File: src/rtl/wdt_consts.svh
// constants of the windowed watchdog: register offsets, field positions, reset values
// assumes inclusion by the watchdog package and the watchdog top module only
`ifndef WDT_CONSTS_SVH
`define WDT_CONSTS_SVH
`define WDT_ADDR_W 12
`define WDT_OFS_CONFIG 12'h000
`define WDT_OFS_RESET_CTRL 12'h004
`define WDT_OFS_CLK_SEL 12'h008
`define WDT_OFS_COUNT 12'h00c
`define WDT_CFG_RESET 8'hff
`define WDT_CFG_POST_LO 0
`define WDT_CFG_PRESC_BIT 4
`define WDT_CFG_EN_LO 5
`define WDT_CFG_WINDOW_DISABLE_BIT_BIT 7
`define WDT_RC_IDLE_BIT 2
`define WDT_RC_SLEEP_BIT 3
`define WDT_RC_FLAG_BIT 4
`define WDT_RC_SWEN_BIT 5
`define WDT_EN_ALWAYS 2'h3
`define WDT_EN_SOFT 2'h2
`define WDT_PRESC_SHORT 23'h000020
`define WDT_PRESC_LONG 23'h000080
`define WDT_CNT_W 23
`define WDT_SRC_CLK_KHZ 32
`define WDT_BASE_SHORT_MS 1
`define WDT_BASE_LONG_MS 4
`endif

File: src/rtl/wdt_pkg.sv
// types of the windowed watchdog
// assumes the constants header is on the include path
`include "wdt_consts.svh"
package wdt_pkg;
    typedef enum logic [1:0] {src_low_power_rc_osc, src_secondary_osc, src_systimer} clk_src_t;
    typedef enum logic [1:0] {pm_run, pm_idle, pm_sleep} power_state_t;
    // one-cycle pulses from the processor core, all on pclk
    typedef struct packed {
        logic clear_counter_instr;
        logic power_save_instr;
        logic save_to_sleep;
        logic wake_event;
        logic clock_switch_done;
        logic device_reset;
    } core_events_t;
    typedef struct packed {
        logic low_power_rc_osc;
        logic secondary_osc;
        logic system_timer;
    } wdt_clocks_t;
endpackage

File: src/rtl/windowed_watchdog_timer.sv
// windowed watchdog timer with apb register access
// assumes core event pulses on pclk and slow source clocks arriving as raw pins
`timescale 1ns/1ps
`include "wdt_consts.svh"
module windowed_watchdog_timer (
    input wire logic pclk,
    input wire logic presetn,
    input wire logic psel,
    input wire logic penable,
    input wire logic pwrite,
    input wire logic [`WDT_ADDR_W-1:0] paddr,
    input wire logic [31:0] pwdata,
    output logic [31:0] prdata,
    output logic pready,
    output logic pslverr,
    input wire wdt_pkg::core_events_t core_events,
    input wire wdt_pkg::wdt_clocks_t src_clocks,
    output logic low_power_rc_osc_enable,
    output logic secondary_osc_enable,
    output logic system_timer_enable,
    output logic watchdog_reset,
    output logic watchdog_wake,
    output logic sleep_active,
    output logic idle_active
);
    // time-out period in source clocks for prescaler mode and postscale code
    function automatic logic [`WDT_CNT_W-1:0] period_of(input logic presc_long,
                                                      input logic [3:0] post_code);
        logic [`WDT_CNT_W-1:0] base;
        base = presc_long ? `WDT_PRESC_LONG : `WDT_PRESC_SHORT;
        return base << post_code;
    endfunction

    logic [7:0] watchdog_config_word;
    logic soft_enable_bit;
    logic timeout_flag;
    logic sleep_status;
    logic idle_status;
    wdt_pkg::clk_src_t clk_select;
    wdt_pkg::power_state_t power_state;
    logic [`WDT_CNT_W-1:0] count;
    logic [2:0] sync_a;
    logic [2:0] sync_b;
    logic tick_prev;

    logic [3:0] postscale_select_field;
    logic prescale_select_bit;
    logic [1:0] enable_config_field;
    logic window_disable_bit;
    logic enabled;
    wdt_pkg::clk_src_t active_src;
    logic src_level;
    logic tick;
    logic [`WDT_CNT_W-1:0] period;
    logic window_open;
    logic terminal;
    logic timeout;
    logic any_dev_reset;
    logic in_save;
    logic good_clear;
    logic early_clear;
    logic leave_save;
    logic enter_save;
    logic counter_clear;
    logic wr_access;
    logic rd_setup;

    assign postscale_select_field = watchdog_config_word[`WDT_CFG_POST_LO +: 4];
    assign prescale_select_bit = watchdog_config_word[`WDT_CFG_PRESC_BIT];
    assign enable_config_field = watchdog_config_word[`WDT_CFG_EN_LO +: 2];
    assign window_disable_bit = watchdog_config_word[`WDT_CFG_WINDOW_DISABLE_BIT_BIT];

    // enable decode: always on, software controlled, or off
    assign enabled = (enable_config_field == `WDT_EN_ALWAYS) ||
                     ((enable_config_field == `WDT_EN_SOFT) && soft_enable_bit);

    // sleep forces the rc oscillator as counter clock
    assign active_src = (power_state == wdt_pkg::pm_sleep) ? wdt_pkg::src_low_power_rc_osc : clk_select;

    // two-flop synchronisers for the three source clocks
    always_ff @(posedge pclk or negedge presetn) begin
        if (!presetn) begin
            sync_a <= 3'h0;
            sync_b <= 3'h0;
        end else begin
            sync_a <= {src_clocks.system_timer, src_clocks.secondary_osc,
                       src_clocks.low_power_rc_osc};
            sync_b <= sync_a;
        end
    end

    always_comb begin
        case (active_src)
            wdt_pkg::src_secondary_osc: src_level = sync_b[1];
            wdt_pkg::src_systimer: src_level = sync_b[2];
            default: src_level = sync_b[0];
        endcase
    end

    always_ff @(posedge pclk or negedge presetn) begin
        if (!presetn) begin
            tick_prev <= 1'b0;
        end else begin
            tick_prev <= src_level;
        end
    end

    assign tick = src_level && !tick_prev;

    // period is prescale (32 or 128) times 2^n; window is its last quarter
    assign period = period_of(prescale_select_bit, postscale_select_field);
    assign window_open = count >= (period - (period >> 2));
    assign terminal = count == (period - `WDT_CNT_W'(1));
    assign timeout = enabled && tick && terminal;

    assign any_dev_reset = core_events.device_reset || watchdog_reset;
    assign in_save = power_state != wdt_pkg::pm_run;
    assign good_clear = core_events.clear_counter_instr && !in_save &&
                        (window_disable_bit || window_open);
    assign early_clear = core_events.clear_counter_instr && !in_save && enabled &&
                         !window_disable_bit && !window_open;
    assign enter_save = core_events.power_save_instr && !in_save;
    assign leave_save = in_save && (core_events.wake_event || timeout);
    assign counter_clear = any_dev_reset || core_events.clock_switch_done ||
                           enter_save || leave_save || good_clear;

    // combined prescaler and postscaler count, running in sleep and idle too
    always_ff @(posedge pclk or negedge presetn) begin
        if (!presetn) begin
            count <= '0;
        end else if (counter_clear) begin
            count <= '0;
        end else if (enabled && tick) begin
            count <= terminal ? '0 : count + `WDT_CNT_W'(1);
        end
    end

    // power-save state tracking
    always_ff @(posedge pclk or negedge presetn) begin
        if (!presetn) begin
            power_state <= wdt_pkg::pm_run;
        end else if (core_events.device_reset) begin
            power_state <= wdt_pkg::pm_run;
        end else if (enter_save) begin
            power_state <= core_events.save_to_sleep ? wdt_pkg::pm_sleep : wdt_pkg::pm_idle;
        end else if (leave_save) begin
            power_state <= wdt_pkg::pm_run;
        end
    end

    // time-out outcome: wake in power-save, reset in normal run
    always_ff @(posedge pclk or negedge presetn) begin
        if (!presetn) begin
            watchdog_reset <= 1'b0;
            watchdog_wake <= 1'b0;
        end else begin
            watchdog_reset <= (timeout && !in_save) || early_clear;
            watchdog_wake <= timeout && in_save;
        end
    end

    // the active source's enable follows the enable state; the other two stay off
    always_ff @(posedge pclk or negedge presetn) begin
        if (!presetn) begin
            low_power_rc_osc_enable <= 1'b0;
            secondary_osc_enable <= 1'b0;
            system_timer_enable <= 1'b0;
        end else begin
            low_power_rc_osc_enable <= enabled && active_src == wdt_pkg::src_low_power_rc_osc;
            secondary_osc_enable <= enabled && active_src == wdt_pkg::src_secondary_osc;
            system_timer_enable <= enabled && active_src == wdt_pkg::src_systimer;
        end
    end

    assign sleep_active = power_state == wdt_pkg::pm_sleep;
    assign idle_active = power_state == wdt_pkg::pm_idle;

    // apb access
    assign wr_access = psel && penable && pwrite;
    assign rd_setup = psel && !penable;
    assign pready = 1'b1;

    always_ff @(posedge pclk or negedge presetn) begin
        if (!presetn) begin
            watchdog_config_word <= `WDT_CFG_RESET;
            clk_select <= wdt_pkg::src_low_power_rc_osc;
        end else if (wr_access && paddr == `WDT_OFS_CONFIG) begin
            watchdog_config_word <= pwdata[7:0];
        end else if (wr_access && paddr == `WDT_OFS_CLK_SEL) begin
            clk_select <= (pwdata[1:0] == 2'h1) ? wdt_pkg::src_secondary_osc :
                          (pwdata[1:0] == 2'h2) ? wdt_pkg::src_systimer : wdt_pkg::src_low_power_rc_osc;
        end
    end

    always_ff @(posedge pclk or negedge presetn) begin
        if (!presetn) begin
            soft_enable_bit <= 1'b0;
        end else if (any_dev_reset) begin
            soft_enable_bit <= 1'b0;
        end else if (wr_access && paddr == `WDT_OFS_RESET_CTRL) begin
            soft_enable_bit <= pwdata[`WDT_RC_SWEN_BIT];
        end
    end

    // sticky status bits: hardware set wins over a software write
    always_ff @(posedge pclk or negedge presetn) begin
        if (!presetn) begin
            timeout_flag <= 1'b0;
            sleep_status <= 1'b0;
            idle_status <= 1'b0;
        end else begin
            if (timeout || early_clear) begin
                timeout_flag <= 1'b1;
            end else if (wr_access && paddr == `WDT_OFS_RESET_CTRL) begin
                timeout_flag <= pwdata[`WDT_RC_FLAG_BIT];
            end
            if (enter_save && core_events.save_to_sleep) begin
                sleep_status <= 1'b1;
            end else if (wr_access && paddr == `WDT_OFS_RESET_CTRL) begin
                sleep_status <= pwdata[`WDT_RC_SLEEP_BIT];
            end
            if (enter_save && !core_events.save_to_sleep) begin
                idle_status <= 1'b1;
            end else if (wr_access && paddr == `WDT_OFS_RESET_CTRL) begin
                idle_status <= pwdata[`WDT_RC_IDLE_BIT];
            end
        end
    end

    // read data and error latched in the setup cycle
    always_ff @(posedge pclk or negedge presetn) begin
        if (!presetn) begin
            prdata <= 32'h0;
            pslverr <= 1'b0;
        end else if (rd_setup) begin
            pslverr <= 1'b0;
            if (paddr == `WDT_OFS_CONFIG) begin
                prdata <= {24'h0, watchdog_config_word};
            end else if (paddr == `WDT_OFS_RESET_CTRL) begin
                prdata <= {26'h0, soft_enable_bit, timeout_flag, sleep_status,
                           idle_status, 2'h0};
            end else if (paddr == `WDT_OFS_CLK_SEL) begin
                prdata <= {30'h0, clk_select};
            end else if (paddr == `WDT_OFS_COUNT) begin
                prdata <= {9'h0, count};
            end else begin
                prdata <= 32'h0;
                pslverr <= 1'b1;
            end
        end
    end
endmodule

File: config.mk
export PLATFORM = sky130hd
export DESIGN_NAME = windowed_watchdog_timer
export DESIGN_NICKNAME = d
export VERILOG_FILES = /design/src/rtl/wdt_pkg.sv /design/src/rtl/windowed_watchdog_timer.sv
export VERILOG_INCLUDE_DIRS = /design/src /design/src/rtl
export SDC_FILE = /design/constraint.sdc
export NUM_CORES = 1
export LEC_CHECK = 0
export BUFFER_PORTS_ARGS = -buffer_cell sky130_fd_sc_hd__buf_2
export CAP_MARGIN = 0
export CORE_MARGIN = 3
export CORE_UTILIZATION = 50
export CTS_BUF_LIST = sky130_fd_sc_hd__clkbuf_2
export DETAILED_ROUTE_END_ITERATION = 10
export PLACE_DENSITY_LB_ADDON = 0.25
export SLEW_MARGIN = 0
export SYNTH_ARGS = -nofsm -noshare
export SYNTH_HDL_FRONTEND = slang
export SYNTH_SLANG_ARGS = --single-unit
File: constraint.sdc
create_clock -name pclk -period 5.5 [get_ports pclk]
set_input_delay 0.55 -clock pclk [delete_from_list [all_inputs] [get_ports pclk]]
set_output_delay 0.55 -clock pclk [all_outputs]
set_load 0.01 [all_outputs]
==> results.py <==
metrics = {
    "cells_and_area": {
        "drive_above_1_share_pct": 19.9,
        "diodes": 0,
        "area_delta_synth_final_pct": 7.81,
        "fillers": 999,
        "final_area_um2": 6240,
        "final_common_cell": "dfrtp_1",
        "nNetsFinal": 778,
        "most-common-layout-cells": "dfrtp_1, buf_2, nand2_1, ha_1, nor2_1",
    },
    "min_path": {
        "holdPathStages": 1,
        "hp-class": "in -> reg",
    },
    "pwr": {
        "p_per_area_nw_per_um2": 150,
        "power.leakage_uw": 0.00294,
        "ir_worst_vdd_mv": 0.168,
        "totalPowerFinal_uw": 938,
    },
    "setup_path": {
        "rr_worst_depth": 21,
        "crit_arrival_ps": 5550,
        "r2r_slack_ps": 390,
        "worst-setup-path-type": "reg -> reg",
        "cp-end-kind": "register",
        "cp.required_ps": 5940,
        "worstSetupStartpointType": "register",
        "worstPathMaxFanout": 23,
    },
    "sta": {
        "worst_pin_slew_ps": 1130,
        "finalClockSkew_ps": 33.3,
        "period_needed_ps": 5110,
        "relSlewSlack_pct": 24.5,
        "slew_violations": 0,
        "period_share_pct": 92.9,
        "setup_viol": 0,
        "hold_violations": 0,
        "tns_ps": 0,
        "max_freq_mhz": 196,
        "rsz0062_at_grt": "no",
        "fin_ws_ps": 390,
    },
    "grt": {
        "grt_pass1_wl_mm": 23.1,
        "grt_util_met3_pct": 4.14,
        "grt.overflow.total": 0,
        "top_usage_layer": "met2",
        "grt_max_degree": 76,
        "grt_pass1_vias": 4852,
        "grt_usage_pct": 22.2,
        "use_met1_pct": 29.3,
        "antenna_found_initial": 0,
        "use_met2_pct": 37.0,
    },
    "placement": {
        "port_buffers": 64,
        "place_ws_ps": 352,
        "place_congestion": 0.900,
        "place_area_um2": 6120,
        "dp_hpwl_mm": 10.6,
    },
    "die": {
        "die_x_um": 114,
        "die_y_um": 114,
        "num_rows": 38,
        "io_pins": 99,
        "core_area_um2": 11100,
        "dieArea_um2": 12900,
        "initial_core_util_pct": 52.2,
    },
    "logic_synthesis": {
        "avgSynthCellArea_um2": 9.20,
        "ys_seq_area_share_pct": 32.6,
        "synth_area_leader_cell": "dfrtp_1",
        "netlist_instances": 629,
        "yosysUniqueCellTypes": 73,
        "synth_edf_count": 0,
        "netlist_area_um2": 5790,
        "synth_top_area_share_pct": 29.0,
        "synth_warnings": 0,
        "ys.flop_type": "dfrtp_1",
        "async_flop_share_pct": 100,
        "synth-seq-cells": 75,
        "synthTopCellsByArea": "dfrtp_1, ha_1, nand2_1",
    },
    "clocking": {
        "cts_made_buffers": 9,
        "post-cts-setup-buffer-count": 0,
        "clk_path_buf_depth": 2,
        "cts_hold_buffers": 0,
        "cts_tree": "done",
        "clockRootBuffer": "clkbuf_2",
        "post_cts_resized": 0,
        "clock_sinks": 75,
        "clk_pin_slew_ps": 210,
        "htreeDepth": 3,
        "insertion_delay_ps": 540,
    },
    "flow_run": {
        "drv_cap": 0,
    },
    "route": {
        "drt_iter0_markers": 341,
        "antenna_left": 0,
        "num_vias": 4858,
        "drt_pass1_iterations": 4,
        "drcViolationCount": 0,
        "routed_via_density": 5.91,
        "routed_wl_mm": 14.0,
        "wl_per_cell_um": 17.0,
    },
    "status": {
        "status": "complete, no violations",
    },
}
## path summary, 6_finish.rpt
path / to / startpoint
max: count[14]$_DFFE_PN0P_ / watchdog_config_word[1]$_DFFE_PN1P_
min: sync_a[2]$_DFF_PN0_ / src_clocks[0]
max reg2reg: count[14]$_DFFE_PN0P_ / watchdog_config_word[1]$_DFFE_PN1P_
min reg2reg: sync_b[0]$_DFF_PN0_ / sync_a[0]$_DFF_PN0_
max in group asynchronous: prdata[14]$_DFFE_PN0P_ / presetn
min in group asynchronous: prdata[3]$_DFFE_PN0P_ / presetn
## registers in the layout, indices dropped and copies added (netlist names), 2 cells and up
| register | count |
|---|---|
| watchdog_config_word | 8 |
| sync_a | 3 |
| power_state | 2 |
| clk_select | 2 |
| prdata | 23 |
| count | 23 |
| sync_b | 3 |
## layout make-up
class / instances / area [um^2] / share of cell area, %
Multi-Input combinational cell: 493 / 3600 / 57.6
Sequential cell: 75 / 1890 / 30.3
Timing Repair Buffer: 68 / 353 / 5.66
Tap cell: 140 / 175 / 2.81
Inverter: 30 / 113 / 1.81
Clock inverter: 5 / 56.3 / 0.903
Clock buffer: 11 / 55.1 / 0.882
## critical path, stage by stage (launching register included)
cell and delay (ps):
dfstp_4 600, or3_4 430, mux2i_1 190, and2b_1 250, inv_1 70, ha_1 310, o21ai_0 90, a21oi_1 110
a21oi_1 180, o211ai_2 170, a21o_1 260, nor4b_1 300, nor4_1 130, ha_1 190, or4_1 510, a21oi_1 120
o211a_1 150, o31ai_1 80, a21oi_2 230, o2111ai_2 130, buf_4 260, nor3_1 230
## synthesized netlist by cell type (3+ instances only)
| cell type | n |
|---|---|
| or3_1 | 4 |
| nor2b_1 | 7 |
| xor2_1 | 24 |
| nor3_2 | 10 |
| xnor2_1 | 25 |
| a22o_1 | 15 |
| nand3_1 | 17 |
| dfrtp_1 | 67 |
| mux2i_1 | 11 |
| xnor3_1 | 3 |
| a22oi_1 | 8 |
| nand3b_1 | 7 |
| o31ai_1 | 12 |
| buf_2 | 5 |
| or4_1 | 3 |
| mux2_2 | 14 |
| buf_6 | 5 |
| a21o_1 | 9 |
| nor2_1 | 31 |
| buf_4 | 11 |
| clkbuf_1 | 18 |
| ha_1 | 43 |
| nor4_1 | 9 |
| and2_1 | 10 |
| nor3b_1 | 6 |
| o2111ai_1 | 3 |
| and4_1 | 4 |
| a211oi_1 | 4 |
| o21a_1 | 6 |
| nand2b_1 | 7 |
| inv_1 | 28 |
| o21ai_0 | 24 |
| o211ai_1 | 5 |
| nand4_1 | 12 |
| and3_1 | 4 |
| nand2_1 | 59 |
| a21oi_1 | 28 |
| dfstp_2 | 8 |
| nor3_1 | 21 |
## per-layer routing
layer,part of all wire (%),wire (um),vias up
met3,4.9,679,21
met1,46,6390,2345
met2,48,6680,137
met5,0,0,-
met4,1.7,234,0
li1,-,-,2355
## kinds of logic (layout without fill, tap and decap cells)
kind of cell             after synthesis  after routing  share of synthesized area, %
other                                  2             10                         0.130
XOR/XNOR                              52             52                          8.58
AND/OR/NAND/NOR                      229            229                          22.0
AO/OA/AOI/OAI                        133            133                          16.6
flip-flops                            75             75                          32.6
buffers and inverters                 69            114                          5.95
adder cells (fa/ha/maj)               44             44                          9.47
multiplexers                          25             25                          4.63
## per-stage QoR
stage	hold slack, ps	utilization [%]	instances
floorplan	254	-	637
global placement	335	55.2	806
detailed placement	336	55.2	806
CTS	48.6	56.2	822
global route	48.9	56.3	822
finish	103	56.3	822
## where the power goes
part / internal [uW] / switching (uW) / total, uW
Combinational: 25.3 / 51.0 / 76.4
Sequential: 558 / 3.90 / 562
Clock: 108 / 192 / 300
Note: power is estimated with default switching activity, not from simulation.
